### src/hdl/irsl_pkg.sv
// Shared constants and carrier types for the infrared secondary link setup block
package irsl_pkg;

    // ****************************************
    // Timing
    // ****************************************
    localparam int unsigned CLK_HZ    = 50_000_000;
    localparam int unsigned BAUD_RATE = 9600;
    localparam int unsigned BAUD_DIV  = CLK_HZ / BAUD_RATE;
    localparam int unsigned BAUD_W    = 13;

    // ****************************************
    // Negotiation parameters sent in the UA reply to SNRM; the UA reply to DISC carries zeros
    // ****************************************
    localparam logic [7:0] RATE_CODE_9600  = 8'h02;
    localparam logic [7:0] TURNAROUND_CODE = 8'h01;
    localparam logic [7:0] WINDOW_CODE     = 8'h01;
    localparam logic [7:0] DISC_WAIT_CODE  = 8'h01;

    // ****************************************
    // Frame kinds and slot numbers
    // ****************************************
    typedef enum logic [2:0] {
        IRSL_RX_OTHER = 3'b000,
        IRSL_RX_XID   = 3'b001,
        IRSL_RX_BCAST = 3'b010,
        IRSL_RX_SNRM  = 3'b011,
        IRSL_RX_DISC  = 3'b100
    } irsl_rx_kind_t;

    typedef enum logic [1:0] {
        IRSL_TX_NONE    = 2'b00,
        IRSL_TX_XID_RSP = 2'b01,
        IRSL_TX_UA      = 2'b10
    } irsl_tx_kind_t;

    localparam logic [7:0] OWN_SLOT = 8'h00;

    // ****************************************
    // Link states
    // ****************************************
    typedef enum logic [1:0] {
        IRSL_ST_NDM   = 2'b00,
        IRSL_ST_CLAIM = 2'b01,
        IRSL_ST_DISCV = 2'b10,
        IRSL_ST_CONN  = 2'b11
    } irsl_state_t;

    // ****************************************
    // Carriers
    // ****************************************
    typedef struct packed {
        irsl_rx_kind_t kind;
        logic [7:0]    slot;
    } irsl_rx_frame_t;

    typedef struct packed {
        irsl_tx_kind_t kind;
        logic [7:0]    rate;
        logic [7:0]    turnaround;
        logic [7:0]    window;
        logic [7:0]    disc_wait;
    } irsl_tx_frame_t;

endpackage

### src/hdl/irsl_baud_gen.sv
// Fixed bit-rate tick generator for polling and negotiation
`timescale 1ns/1ps
module irsl_baud_gen
    import irsl_pkg::*;
#(
    parameter int unsigned DIV = BAUD_DIV
) (
    // Clock and reset
    input  wire logic CLK,
    input  wire logic SYS_RST,
    input  wire logic CE,
    // Tick out
    output logic      TICK
);

    logic [BAUD_W-1:0] cnt_reg;

    // One tick per bit period; the rate never changes since no faster rate is offered
    always_ff @(posedge CLK or posedge SYS_RST) begin
        if (SYS_RST) begin
            cnt_reg <= '0;
        end else if (CE) begin
            if (cnt_reg == BAUD_W'(DIV - 1)) begin
                cnt_reg <= '0;
            end else begin
                cnt_reg <= cnt_reg + 1'b1;
            end
        end
    end

    always_ff @(posedge CLK or posedge SYS_RST) begin
        if (SYS_RST) begin
            TICK <= 1'b0;
        end else if (CE) begin
            TICK <= (cnt_reg == BAUD_W'(DIV - 1));
        end else begin
            TICK <= 1'b0;
        end
    end

endmodule

### src/hdl/irsl_link_setup.sv
// Secondary-station connection setup controller for the infrared link
`timescale 1ns/1ps
module irsl_link_setup
    import irsl_pkg::*;
#(
    parameter int unsigned BAUD_DIVIDE = BAUD_DIV
) (
    // Clock, reset, enable
    input  wire logic           CLK,
    input  wire logic           SYS_RST,
    input  wire logic           CE,
    // Frame receiver
    input  wire logic           RX_BUSY,
    input  wire logic           RX_VALID,
    input  wire irsl_rx_frame_t RX_FRAME,
    // Frame transmitter
    input  wire logic           TX_READY,
    output logic                TX_REQ,
    output irsl_tx_frame_t      TX_FRAME,
    // Host side
    input  wire logic           HOST_BUF_FULL,
    output logic                CTS_N,
    // Status and bit clock
    output irsl_state_t         LINK_STATE,
    output logic                BAUD_TICK
);

    // ****************************************
    // Declarations
    // ****************************************
    irsl_state_t    state_reg;
    logic           rsp_pend_reg;
    irsl_tx_frame_t tx_frame_reg;
    logic           tx_accept;
    logic           is_poll0;
    logic           is_bcast;

    // True when a response of the given kind is handed over at this edge
    function automatic logic sent_kind(input logic accept, input irsl_tx_frame_t frm, input irsl_tx_kind_t kind);
        return accept && (frm.kind == kind);
    endfunction

    // One fixed slot: as the only secondary on the link there is no contention logic
    // Only completed frames steer us; nothing here starts an exchange
    assign is_poll0  = RX_VALID && (RX_FRAME.kind == IRSL_RX_XID) && (RX_FRAME.slot == OWN_SLOT);
    assign is_bcast  = RX_VALID && (RX_FRAME.kind == IRSL_RX_BCAST);
    assign tx_accept = CE && TX_REQ && TX_READY;

    // ****************************************
    // Bit-rate generator
    // ****************************************
    irsl_baud_gen #(
        .DIV     (BAUD_DIVIDE)
    ) u_baud (
        .CLK     (CLK),
        .SYS_RST (SYS_RST),
        .CE      (CE),
        .TICK    (BAUD_TICK)
    );

    // ****************************************
    // Response scheduling
    // ****************************************
    // Any new frame cancels a stale response: once the next poll starts, slot zero has passed
    always_ff @(posedge CLK or posedge SYS_RST) begin
        if (SYS_RST) begin
            rsp_pend_reg <= 1'b0;
            tx_frame_reg <= '0;
        end else if (CE) begin
            if (RX_VALID) begin
                if (is_poll0 && state_reg != IRSL_ST_CONN) begin
                    rsp_pend_reg      <= 1'b1;
                    tx_frame_reg      <= '0;
                    tx_frame_reg.kind <= IRSL_TX_XID_RSP;
                end else if (RX_FRAME.kind == IRSL_RX_SNRM && state_reg == IRSL_ST_DISCV) begin
                    rsp_pend_reg            <= 1'b1;
                    tx_frame_reg.kind       <= IRSL_TX_UA;
                    tx_frame_reg.rate       <= RATE_CODE_9600;
                    tx_frame_reg.turnaround <= TURNAROUND_CODE;
                    tx_frame_reg.window     <= WINDOW_CODE;
                    tx_frame_reg.disc_wait  <= DISC_WAIT_CODE;
                end else if (RX_FRAME.kind == IRSL_RX_DISC && state_reg == IRSL_ST_CONN) begin
                    rsp_pend_reg      <= 1'b1;
                    tx_frame_reg      <= '0;
                    tx_frame_reg.kind <= IRSL_TX_UA;
                end else begin
                    rsp_pend_reg <= 1'b0;
                end
            end else if (tx_accept) begin
                rsp_pend_reg <= 1'b0;
            end
        end
    end

    // Wait for the receiver to go quiet before asking to send
    assign TX_REQ   = CE && rsp_pend_reg && !RX_BUSY && !RX_VALID;
    assign TX_FRAME = tx_frame_reg;

    // ****************************************
    // Connection state
    // ****************************************
    always_ff @(posedge CLK or posedge SYS_RST) begin
        if (SYS_RST) begin
            state_reg <= IRSL_ST_NDM;
        end else if (CE) begin
            case (state_reg)
                IRSL_ST_NDM: begin
                    if (sent_kind(tx_accept, tx_frame_reg, IRSL_TX_XID_RSP)) begin
                        state_reg <= IRSL_ST_CLAIM;
                    end
                end
                IRSL_ST_CLAIM: begin
                    // No timer: an unfinished round simply leaves us waiting here
                    if (is_bcast) begin
                        state_reg <= IRSL_ST_DISCV;
                    end
                end
                IRSL_ST_DISCV: begin
                    if (sent_kind(tx_accept, tx_frame_reg, IRSL_TX_UA)) begin
                        state_reg <= IRSL_ST_CONN;
                    end
                end
                IRSL_ST_CONN: begin
                    if (sent_kind(tx_accept, tx_frame_reg, IRSL_TX_UA)) begin
                        state_reg <= IRSL_ST_NDM;
                    end
                end
                default: begin
                    state_reg <= IRSL_ST_NDM;
                end
            endcase
        end
    end

    assign LINK_STATE = state_reg;

    // Host held off until connected, then paced by the receive buffer
    assign CTS_N = (state_reg == IRSL_ST_CONN) ? HOST_BUF_FULL : 1'b1;

    // ****************************************
    // Assertions
    // ****************************************
    property p_half_duplex;
        @(posedge CLK) disable iff (SYS_RST)
        RX_BUSY |-> !TX_REQ;
    endproperty
    a_half_duplex: assert property (p_half_duplex) else $error("Transmit requested while receiving");

    property p_poll0_answer;
        @(posedge CLK) disable iff (SYS_RST)
        CE && is_poll0 && state_reg != IRSL_ST_CONN |=> rsp_pend_reg && TX_FRAME.kind == IRSL_TX_XID_RSP;
    endproperty
    a_poll0_answer: assert property (p_poll0_answer) else $error("Poll zero not answered");

    property p_other_polls_silent;
        @(posedge CLK) disable iff (SYS_RST)
        CE && RX_VALID && !is_poll0 && state_reg inside {IRSL_ST_NDM, IRSL_ST_CLAIM} |=> !rsp_pend_reg;
    endproperty
    a_other_polls_silent: assert property (p_other_polls_silent) else $error("Answered a foreign slot");

    property p_only_on_request;
        @(posedge CLK) disable iff (SYS_RST)
        TX_REQ |-> $past(rsp_pend_reg) || $past(RX_VALID, 1);
    endproperty
    a_only_on_request: assert property (p_only_on_request) else $error("Unsolicited transmit");

    property p_cts_held;
        @(posedge CLK) disable iff (SYS_RST)
        state_reg != IRSL_ST_CONN |-> CTS_N;
    endproperty
    a_cts_held: assert property (p_cts_held) else $error("CTS active while not connected");

    property p_enter_discovery;
        @(posedge CLK) disable iff (SYS_RST)
        CE && state_reg == IRSL_ST_CLAIM && is_bcast |=> state_reg == IRSL_ST_DISCV;
    endproperty
    a_enter_discovery: assert property (p_enter_discovery) else $error("Discovery not entered");

    property p_no_early_discovery;
        @(posedge CLK) disable iff (SYS_RST)
        state_reg == IRSL_ST_DISCV && $past(state_reg) != IRSL_ST_DISCV |-> $past(state_reg) == IRSL_ST_CLAIM;
    endproperty
    a_no_early_discovery: assert property (p_no_early_discovery) else $error("Discovery skipped claim");

    property p_rate_reply;
        @(posedge CLK) disable iff (SYS_RST)
        TX_REQ && state_reg == IRSL_ST_DISCV && TX_FRAME.kind == IRSL_TX_UA |-> TX_FRAME.rate == RATE_CODE_9600;
    endproperty
    a_rate_reply: assert property (p_rate_reply) else $error("Wrong rate offered");

    property p_close_link;
        @(posedge CLK) disable iff (SYS_RST)
        CE && state_reg == IRSL_ST_CONN && RX_VALID && RX_FRAME.kind == IRSL_RX_DISC
        |=> rsp_pend_reg && TX_FRAME.kind == IRSL_TX_UA;
    endproperty
    a_close_link: assert property (p_close_link) else $error("Close link not confirmed");

    property p_flow;
        @(posedge CLK) disable iff (SYS_RST)
        state_reg == IRSL_ST_CONN |-> CTS_N == HOST_BUF_FULL;
    endproperty
    a_flow: assert property (p_flow) else $error("CTS does not follow buffer full");

    property p_reset_state;
        @(posedge CLK) disable iff (SYS_RST)
        $past(SYS_RST) |-> state_reg == IRSL_ST_NDM && !rsp_pend_reg;
    endproperty
    a_reset_state: assert property (p_reset_state) else $error("Not disconnected after reset");

    property p_baud_gap;
        @(posedge CLK) disable iff (SYS_RST)
        BAUD_TICK |=> !BAUD_TICK [*8];
    endproperty
    a_baud_gap: assert property (p_baud_gap) else $error("Bit ticks too close");

    property p_claim_on_response;
        @(posedge CLK) disable iff (SYS_RST)
        state_reg == IRSL_ST_NDM && sent_kind(tx_accept, TX_FRAME, IRSL_TX_XID_RSP) |=> state_reg == IRSL_ST_CLAIM;
    endproperty
    a_claim_on_response: assert property (p_claim_on_response) else $error("Claim not kept after poll reply");

    property p_claim_needs_answer;
        @(posedge CLK) disable iff (SYS_RST)
        state_reg == IRSL_ST_CLAIM && $past(state_reg) == IRSL_ST_NDM |-> $past(tx_accept);
    endproperty
    a_claim_needs_answer: assert property (p_claim_needs_answer) else $error("Claim without a sent reply");

    property p_connect_on_ua;
        @(posedge CLK) disable iff (SYS_RST)
        state_reg == IRSL_ST_DISCV && sent_kind(tx_accept, TX_FRAME, IRSL_TX_UA) |=> state_reg == IRSL_ST_CONN;
    endproperty
    a_connect_on_ua: assert property (p_connect_on_ua) else $error("Not connected after parameter reply");

    property p_conn_needs_discovery;
        @(posedge CLK) disable iff (SYS_RST)
        state_reg == IRSL_ST_CONN && $past(state_reg) != IRSL_ST_CONN |-> $past(state_reg) == IRSL_ST_DISCV;
    endproperty
    a_conn_needs_discovery: assert property (p_conn_needs_discovery) else $error("Connected without discovery");

    property p_close_return;
        @(posedge CLK) disable iff (SYS_RST)
        state_reg == IRSL_ST_CONN && sent_kind(tx_accept, TX_FRAME, IRSL_TX_UA) |=> state_reg == IRSL_ST_NDM;
    endproperty
    a_close_return: assert property (p_close_return) else $error("Not disconnected after close");

    property p_conn_polls_ignored;
        @(posedge CLK) disable iff (SYS_RST)
        CE && state_reg == IRSL_ST_CONN && is_poll0 |=> !rsp_pend_reg;
    endproperty
    a_conn_polls_ignored: assert property (p_conn_polls_ignored) else $error("Poll answered while connected");

    property p_req_holds;
        @(posedge CLK) disable iff (SYS_RST)
        TX_REQ && !TX_READY |=> rsp_pend_reg && $stable(TX_FRAME);
    endproperty
    a_req_holds: assert property (p_req_holds) else $error("Pending reply dropped or changed");

    property p_one_reply;
        @(posedge CLK) disable iff (SYS_RST)
        tx_accept |=> !TX_REQ;
    endproperty
    a_one_reply: assert property (p_one_reply) else $error("Reply requested twice");

    property p_ua_params;
        @(posedge CLK) disable iff (SYS_RST)
        TX_REQ && state_reg == IRSL_ST_DISCV && TX_FRAME.kind == IRSL_TX_UA |-> TX_FRAME.turnaround == TURNAROUND_CODE
        && TX_FRAME.window == WINDOW_CODE && TX_FRAME.disc_wait == DISC_WAIT_CODE;
    endproperty
    a_ua_params: assert property (p_ua_params) else $error("Wrong link parameters offered");

    property p_idle_when_frozen;
        @(posedge CLK) disable iff (SYS_RST)
        !CE |-> !TX_REQ;
    endproperty
    a_idle_when_frozen: assert property (p_idle_when_frozen) else $error("Transmit requested while frozen");

    property p_frozen;
        @(posedge CLK) disable iff (SYS_RST)
        !CE |=> $stable(state_reg) && $stable(rsp_pend_reg) && $stable(TX_FRAME);
    endproperty
    a_frozen: assert property (p_frozen) else $error("State moved while frozen");

    c_poll_reply: cover property (@(posedge CLK) disable iff (SYS_RST) sent_kind(tx_accept, TX_FRAME, IRSL_TX_XID_RSP));
    c_claim:    cover property (@(posedge CLK) disable iff (SYS_RST) state_reg == IRSL_ST_CLAIM);
    c_discover: cover property (@(posedge CLK) disable iff (SYS_RST) state_reg == IRSL_ST_DISCV);
    c_connect:  cover property (@(posedge CLK) disable iff (SYS_RST) state_reg == IRSL_ST_CONN);
    c_close:    cover property (@(posedge CLK) disable iff (SYS_RST)
                                state_reg == IRSL_ST_CONN ##1 state_reg == IRSL_ST_NDM);

endmodule

### config.mk
export PLATFORM = sky130hd
export DESIGN_NAME = irsl_link_setup
export DESIGN_NICKNAME = d
export VERILOG_FILES = /design/src/hdl/irsl_pkg.sv /design/src/hdl/irsl_baud_gen.sv /design/src/hdl/irsl_link_setup.sv
export SDC_FILE = /design/constraint.sdc
export NUM_CORES = 1
export LEC_CHECK = 0
export BUFFER_PORTS_ARGS = -buffer_cell sky130_fd_sc_hd__buf_2
export CAP_MARGIN = 20
export CORE_MARGIN = 5
export CORE_UTILIZATION = 48
export DETAILED_ROUTE_END_ITERATION = 7
export PLACE_DENSITY_LB_ADDON = 0.3
export SLEW_MARGIN = 20
export SYNTH_ARGS = -nofsm -noshare
export SYNTH_HDL_FRONTEND = slang
export SYNTH_HIERARCHICAL = 1
export SYNTH_SLANG_ARGS = --single-unit
### constraint.sdc
create_clock -name CLK -period 2.1 [get_ports CLK]
set_clock_uncertainty 0.15 [all_clocks]
set_input_delay 0 -clock CLK [delete_from_list [all_inputs] [get_ports CLK]]
set_output_delay 0 -clock CLK [all_outputs]
set_load 0.05 [all_outputs]
==> results.json, run 1 <==
{
  "die_x_um": 63.4,
  "ff2ff_setup_slack_ns": 0.12,
  "io_pins": 57,
  "cts_buffers": 3,
  "cts_sinks": 20,
  "rows": 19,
  "clockBufferDepth": 2,
  "vias": 1079,
  "setup_violations": 0,
  "ys_async_sr_fraction_pct": 100,
  "max_freq_mhz": 505,
  "switchingPower_w": 0.000904,
  "largest_reg_flops": 13,
  "routed_wirelength_um": 2910,
  "crit_type": "reg -> reg",
  "grt_pass1_vias": 1055,
  "drv_slew": 0,
  "die_area_um2": 4010,
  "p_clk_share_pct": 9.7,
  "yosys_register_bits": 20,
  "timing_hold_violations_final": 0,
  "p_int_w": 0.000847,
  "worstPathCellList": "inv_1 > ha_1 > nor4b_2 > o211ai_1 > a21oi_2 > mux2_1",
  "nNetsFinal": 212,
  "initial_core_util_pct": 50.0,
  "dieHeight_um": 63.4,
  "synth_cell_types": 39,
  "combPwrFrac_pct": 52.5,
  "synth_warnings": 6,
  "cp-start-kind": "flop",
  "drive_above_1_share_pct": 21.5,
  "hold_class": "in -> async",
  "clk_latency_ns": 0.28,
  "syn-cell-area_um2": 1370,
  "crit_fanout": 4,
  "grt_max_degree": 15,
  "tightest_slew_ns": 0.532,
  "dr.pass1.iters": 4,
  "slew_headroom_pct": 64.5,
  "power_density_nw_per_um2": 1120,
  "hold_ws_ns": 0.00873,
  "fin_setup_tns_ns": 0,
  "post_drt_wl_per_cell_um": 13.4,
  "htreeDepth": 1,
  "drc": 0,
  "period_needed_ns": 1.98,
  "cts-root-buf": "clkbuf_4",
  "cts_tree": "yes",
  "grt_antenna_before_repair": 0,
  "ys_seq_area_share_pct": 36.6,
  "nFillCells": 237,
  "place_hpwl_um": 2130,
  "synth_edf_count": 0,
  "crit_path_max_incr_delay_ns": 0.41,
  "clk_pin_slew_ns": 0.11,
  "grt_pass1_wl_um": 4600,
  "syn_area_per_cell_um2": 9.23,
  "n_antenna_cell": 0,
  "post_cts_buffers": 0,
  "p_leak_nw": 0.792,
  "finalCritPeriodShare_pct": 94.3,
  "maxCapViolCount": 0,
  "cp_slowest_cell": "dfrtp_2",
  "end_kind": "flop",
  "worst_ep_arrival_time_ns": 2.00,
  "postRouteAntennaNets": 0,
  "io_buffers": 28,
  "ir_worst_vdd_uv": 862,
  "drt-initial-drc-count": 50,
  "rsz0062_at_grt": "false",
  "status": "completed",
  "area_growth_pct": 14.4,
  "grt_use_total_pct": 13.6,
  "seq_power_share_pct": 37.8,
  "core_um2": 2730,
  "p_sw_share_pct": 51.6,
  "synthCells": 148,
  "detail_route.vias_per_cell": 4.97,
  "overflow": 0,
  "routabilityCongestion": 0.818,
  "critical_path_required_ns": 2.12,
  "ys.flop_type": "dfrtp_1"
}
cell families (layout without fill, tap and decap cells):
group,Yosys count,count (layout),share of synthesized area (%)
buffers and inverters,40,51,20.1
DFF,20,20,36.6
adders and majority gates,6,6,5.49
xor gates and xnor gates,7,7,4.49
and+or+nand+nor,54,54,22.3
other,1,28,0.274
AOI/OAI and AO/OA,16,16,7.60
muxes,4,4,3.02
cell usage after synthesis, drive strengths merged, types with 2 or more instances:
| cell | number | area [um^2] |
|---|---|---|
| xor2 | 4 | 35.0 |
| o211ai | 2 | 15.0 |
| nor3 | 3 | 15.0 |
| dfrtp | 20 | 500 |
| and3 | 2 | 12.5 |
| nand3 | 4 | 20.0 |
| nand2 | 14 | 52.6 |
| a21oi | 4 | 23.8 |
| inv | 7 | 26.3 |
| xnor2 | 3 | 26.3 |
| nor4b | 4 | 41.3 |
| o21ai | 4 | 20.0 |
| ha | 6 | 75.1 |
| a31oi | 2 | 12.5 |
| buf | 33 | 249 |
| nand4 | 5 | 37.5 |
| mux2i | 3 | 30.0 |
| nor2 | 12 | 45.0 |
metrics by stage:
step	worst slack, ns	area (um^2)	util (%)	total power [W]	cells
after floorplan	0.0522	1470	-	0.00146	175
after global placement	0.252	1400	51.2	0.00153	201
after detailed placement	0.158	1400	51.2	0.00157	201
after CTS	0.143	1550	56.8	0.00176	217
after global routing	0.0451	1560	57.2	0.00187	217
final	0.121	1560	57.2	0.00175	217
worst paths after layout:
check,start,endpoint,cells past startpoint
setup / recovery,LINK_STATE[0]$_DFFE_PP0P_,LINK_STATE[1]$_DFFE_PP0P_,6
min in group CLK,RX_FRAME[9],TX_FRAME[32]$_DFFE_PP0P_,4
hold / removal,SYS_RST,rsp_pend_reg$_DFFE_PP0P_,3
hold reg to reg,u_baud/cnt_reg[11]$_DFFE_PP0P_,u_baud/cnt_reg[11]$_DFFE_PP0P_,1
max in group asynchronous,SYS_RST,u_baud/cnt_reg[12]$_DFFE_PP0P_,3
setup reg to reg,LINK_STATE[0]$_DFFE_PP0P_,LINK_STATE[1]$_DFFE_PP0P_,6
layout by cell type, fill, tap and decap left out, types with 3 or more instances in the layout:
master and count:
clkbuf_4 3, xor2_1 4, nand2_1 14, inv_1 7, dlygate4sd3_1 13, nor2_1 12, mux2i_1 3, xnor2_1 3
buf_2 28, nand4_1 4, dfrtp_1 18, nand3_1 4, conb_1 28, nor3_1 3, o21ai_0 4, ha_1 6
power by group through the flow:
stage                     clock network [W]  registers [W]  logic (W)
final                              0.000170       0.000662   0.000920
after global routing               0.000191       0.000683   0.000994
after CTS                          0.000180       0.000661   0.000920
after detailed placement                  0       0.000669   0.000902
after global placement                    0       0.000659   0.000871
after floorplan                           0       0.000765   0.000697
critical path, delay by kind of cell, from the launching register on:
family,cells,cell delay [ns]
compound gates,2,0.34
fa+ha+maj,1,0.25
buf+inv,1,0.09
flops,1,0.41
mux,1,0.34
simple gates,1,0.28
cell type report:
class | count | area [um^2] | area share [%]
timing repair buffer | 41 | 270 | 17.3
sequential | 20 | 503 | 32.2
inverter | 7 | 26.3 | 1.68
clock buffer | 3 | 22.5 | 1.44
tap | 31 | 38.8 | 2.48
multi-input combinational | 115 | 702 | 44.9
per-layer routing:
metal | track usage, % | up-vias | wire, um
li1 | - | 523 | -
met1 | 15.1 | 510 | 1120
met2 | 25.4 | 42 | 1500
met3 | 4.09 | 4 | 277
met4 | 2.86 | 0 | 14
met5 | 0 | - | 0
timing repair:
action / CTS / global route
hold buffers: 13 / 0
setup endpoints to repair: 0 / 2
resized for setup: 0 / 2
endpoints found under the hold margin: 29 / 0
(Power assumes the default switching activity.)
==> run 2: changes to the inputs <==
PLACE_DENSITY = 0.82   (was default)
PLACE_DENSITY_LB_ADDON = default   (was 0.3)
==> results.json, run 2 (synthesized netlist as in run 1, its figures left out) <==
{
  "initial_core_util_pct": 50.0,
  "drive_above_1_share_pct": 20.7,
  "design_power_total_w": 0.00179,
  "cts_buffers": 3,
  "dieHeight_um": 63.4,
  "tightest_slew_ns": 0.545,
  "rsz0062_at_grt": "false",
  "maxCapViolCount": 0,
  "clk_latency_ns": 0.29,
  "cts-root-buf": "clkbuf_4",
  "post_cts_buffers": 0,
  "max_freq_mhz": 508,
  "grt_pass1_vias": 1000,
  "layout_common_cells": "28 x conb_1, 28 x buf_2, 18 x dfrtp_1",
  "setup_violations": 0,
  "io_buffers": 28,
  "crit_type": "reg -> reg",
  "rows": 19,
  "worst_ep_arrival_time_ns": 2.00,
  "cp-start-kind": "flop",
  "clk_pin_slew_ns": 0.11,
  "nNetsFinal": 213,
  "routed_wirelength_um": 2820,
  "drc": 0,
  "clockBufferDepth": 2,
  "dp_slack_ns": 0.177,
  "grt_max_degree": 15,
  "grt_antenna_before_repair": 0,
  "drv_slew": 0,
  "htreeDepth": 1,
  "timing_hold_violations_final": 0,
  "fin_ws_ns": 0.133,
  "grt_use_total_pct": 13.8,
  "crit_fanout": 4,
  "end_kind": "flop",
  "routabilityCongestion": 0.835,
  "cts_tree": "yes",
  "drt-initial-drc-count": 77,
  "area_growth_pct": 15.4,
  "detail_route.vias_per_cell": 4.97,
  "final_util_pct": 57.7,
  "period_needed_ns": 1.97,
  "place_hpwl_um": 1980,
  "overflow": 0,
  "fin_setup_tns_ns": 0,
  "core_um2": 2730,
  "vias": 1088,
  "postRouteAntennaNets": 0,
  "stdcell_area_um2": 1580,
  "die_area_um2": 4010,
  "io_pins": 57,
  "finalCritPeriodShare_pct": 93.7,
  "dpl-instance-area_um2": 1400,
  "p_leak_nw": 0.802,
  "power_density_nw_per_um2": 1140,
  "die_x_um": 63.4,
  "cts_sinks": 20,
  "grt_pass1_wl_um": 4600,
  "dr.pass1.iters": 4,
  "largest_reg_flops": 13,
  "status": "completed",
  "hold_class": "in -> reg",
  "critical_path_required_ns": 2.13,
  "slew_headroom_pct": 63.6,
  "n_antenna_cell": 0,
  "ir_worst_vdd_uv": 953,
  "post_drt_wl_per_cell_um": 12.9
}
==> run 2: cell types whose count changed in the layout (fill, tap and decap cells not counted), sizes merged <==
cell and delta:
clkbuf +1, dlygate4sd3 +1
==> run 2: stage by stage <==
stage,hold slack [ns],std cells
CTS,0.0170,219
floorplan,-0.359,175
global route,0.0675,219
detailed placement,-0.212,201
finish,0.0395,219
global placement,-0.220,201
==> run 2: path summary, 6_finish.rpt <==
check	startpoint	end	slack, ns	cells past startpoint
max	LINK_STATE[0]$_DFFE_PP0P_	LINK_STATE[1]$_DFFE_PP0P_	0.13	6
min	RX_FRAME[9]	TX_FRAME[32]$_DFFE_PP0P_	0.04	4
max reg2reg	LINK_STATE[0]$_DFFE_PP0P_	LINK_STATE[1]$_DFFE_PP0P_	0.13	6
min reg2reg	u_baud/cnt_reg[11]$_DFFE_PP0P_	u_baud/cnt_reg[11]$_DFFE_PP0P_	0.37	1
max in group asynchronous	SYS_RST	LINK_STATE[1]$_DFFE_PP0P_	1.03	4
min in group asynchronous	SYS_RST	u_baud/cnt_reg[6]$_DFFE_PP0P_	0.15	3
==> run 2: worst max-delay path: stages, from the launching register on <==
cell      delay [ns]
dfrtp_2         0.41
inv_1           0.09
ha_1            0.26
nor4b_2         0.26
o211ai_1        0.13
a21oi_2         0.22
mux2_1          0.34
==> run 2: per-layer routing <==
| metal | vias up | part of all wire, % | track usage (%) |
|---|---|---|---|
| met5 | - | 0 | 0 |
| met4 | 0 | 1.2 | 3.90 |
| met3 | 4 | 9.1 | 3.91 |
| met2 | 49 | 49 | 23.6 |
| met1 | 507 | 41 | 16.8 |
| li1 | 528 | - | - |
==> run 2: area by class of cell <==
class / count / area, um^2
fillers: 238 / 1160
multi-input cells: 115 / 692
flip-flops and latches: 20 / 503
repair buffers: 42 / 280
well taps: 31 / 38.8
clock buffers: 4 / 36.3
inverters: 7 / 26.3
==> run 2: report_power, final <==
group | switching, W | internal, W
Clock | 0.000112 | 0.000106
Combinational | 0.000644 | 0.000271
Sequential | 0.000154 | 0.000508
Total | 0.000910 | 0.000885
==> run 2: what timing repair did <==
item                                   CTS  global route
hold buffers                            14             0
resized for setup                        0             0
endpoints found under the hold margin   28             0
==> run 3: changes to the inputs <==
CORE_MARGIN = default   (was 5)
RECOVER_POWER = 50   (was default)
==> results.json, run 3 (synthesized netlist as in run 1, its figures left out) <==
{
  "worst_ep_arrival_time_ns": 2.01,
  "drc": 0,
  "grt_antenna_before_repair": 0,
  "cts-root-buf": "clkbuf_4",
  "dr.pass1.iters": 4,
  "cts_sinks": 20,
  "p_leak_nw": 0.791,
  "dpl-instance-area_um2": 1400,
  "cp-start-kind": "flop",
  "detail_route.vias_per_cell": 5.13,
  "reg2regPathDepth": 6,
  "io_pins": 57,
  "cts_tree": "yes",
  "die_x_um": 55.4,
  "largest_reg_flops": 13,
  "die_area_um2": 3060,
  "rsz0062_at_grt": "false",
  "clk_pin_slew_ns": 0.11,
  "nFillCells": 225,
  "grt_use_total_pct": 19.4,
  "routabilityCongestion": 0.821,
  "setup_violations": 0,
  "layout_common_cells": "28 x conb_1, 22 x buf_2, 18 x dfrtp_1",
  "finalCritPeriodShare_pct": 93.7,
  "post_drt_wl_per_cell_um": 12.8,
  "n_antenna_cell": 0,
  "ir_worst_vdd_uv": 1110,
  "stdcell_area_um2": 1580,
  "drv_slew": 0,
  "min_path_cells": 4,
  "final_common_cell": "conb_1",
  "area_growth_pct": 15.9,
  "tightest_slew_ns": 0.613,
  "initial_core_util_pct": 52.8,
  "dieHeight_um": 55.4,
  "slew_headroom_pct": 59.3,
  "vias": 1119,
  "timing_hold_violations_final": 0,
  "post_cts_buffers": 0,
  "drt-initial-drc-count": 55,
  "maxCapViolCount": 0,
  "instances_no_fill": 218,
  "max_freq_mhz": 508,
  "overflow": 0,
  "critical_path_required_ns": 2.14,
  "crit_fanout": 4,
  "drive_above_1_share_pct": 17.6,
  "routed_wirelength_um": 2790,
  "fin_setup_tns_ns": 0,
  "place_hpwl_um": 1960,
  "rows": 18,
  "clk_latency_ns": 0.30,
  "clockBufferDepth": 2,
  "dp_cells": 200,
  "io_buffers": 28,
  "grt_pass1_vias": 1072,
  "period_needed_ns": 1.97,
  "status": "completed",
  "core_um2": 2590,
  "power_density_nw_per_um2": 1190,
  "hold_class": "in -> reg",
  "grt_max_degree": 15,
  "postRouteAntennaNets": 0,
  "cts_buffers": 3,
  "crit_type": "reg -> reg",
  "nNetsFinal": 213,
  "end_kind": "flop",
  "htreeDepth": 1,
  "grt_pass1_wl_um": 4690
}
run 3: cell types whose count changed in the layout (fill, tap and decap cells not counted), sizes merged:
cell | previous run | this run
clkbuf | 4 | 9
bufinv | 0 | 1
buf | 28 | 22
run 3: layer usage:
layer / vias up / part of all wire (%) / GRT usage, %
met2: 53 / 52 / 36.8
li1: 531 / - / -
met3: 11 / 5.6 / 2.81
met4: 0 / 2.9 / 10.4
met5: - / 0 / 0
met1: 524 / 40 / 20.2
run 3: metrics by stage:
stage	util, %	hold WS, ns	worst slack (ns)	total power (W)
floorplan	-	-0.359	0.0522	0.00146
global placement	54.0	-0.222	0.259	0.00152
detailed placement	54.0	-0.217	0.144	0.00156
CTS	61.4	0.00222	0.125	0.00190
global route	61.2	0.0428	0.00235	0.00201
finish	61.2	0.0216	0.133	0.00188
run 3: cell type report:
class | count | area, um^2 | area share (%)
Clock buffer | 3 | 22.5 | 1.42
Sequential cell | 20 | 503 | 31.8
Clock inverter | 1 | 30.0 | 1.90
Tap cell | 30 | 37.5 | 2.37
Inverter | 7 | 26.3 | 1.66
Timing Repair Buffer | 42 | 273 | 17.2
Multi-Input combinational cell | 115 | 692 | 43.7
run 3: what timing repair did:
| action | CTS | global route |
|---|---|---|
| gates resized for setup | 0 | 0 |
| hold buffers | 14 | 0 |
| endpoints found under the hold margin | 29 | 0 |
| setup endpoints to repair | 0 | 0 |
run 3: path summary, 6_finish.rpt:
check                                               start                             end  slack, ns
hold reg to reg            u_baud/cnt_reg[11]$_DFFE_PP0P_  u_baud/cnt_reg[11]$_DFFE_PP0P_       0.37
hold / removal                                RX_FRAME[9]        TX_FRAME[32]$_DFFE_PP0P_       0.02
setup reg to reg                LINK_STATE[0]$_DFFE_PP0P_       LINK_STATE[1]$_DFFE_PP0P_       0.13
max in group asynchronous                         SYS_RST       LINK_STATE[1]$_DFFE_PP0P_       1.05
min in group asynchronous                         SYS_RST   u_baud/cnt_reg[0]$_DFFE_PP0P_       0.12
setup / recovery                LINK_STATE[0]$_DFFE_PP0P_       LINK_STATE[1]$_DFFE_PP0P_       0.13
run 3: critical path: stages, from the launching register on:
cell and delay (ns):
dfrtp_2 0.40, inv_1 0.09, ha_1 0.26, nor4b_2 0.27, o211ai_1 0.13, a21oi_2 0.21
mux2_1 0.34
run 3: where the power goes:
part | switching, W | internal [W] | total, W | leakage, nW
registers | 0.000164 | 0.000508 | 0.000672 | 0.244
clock network | 0.000118 | 0.000193 | 0.000311 | 0.0279
logic | 0.000642 | 0.000259 | 0.000901 | 0.520
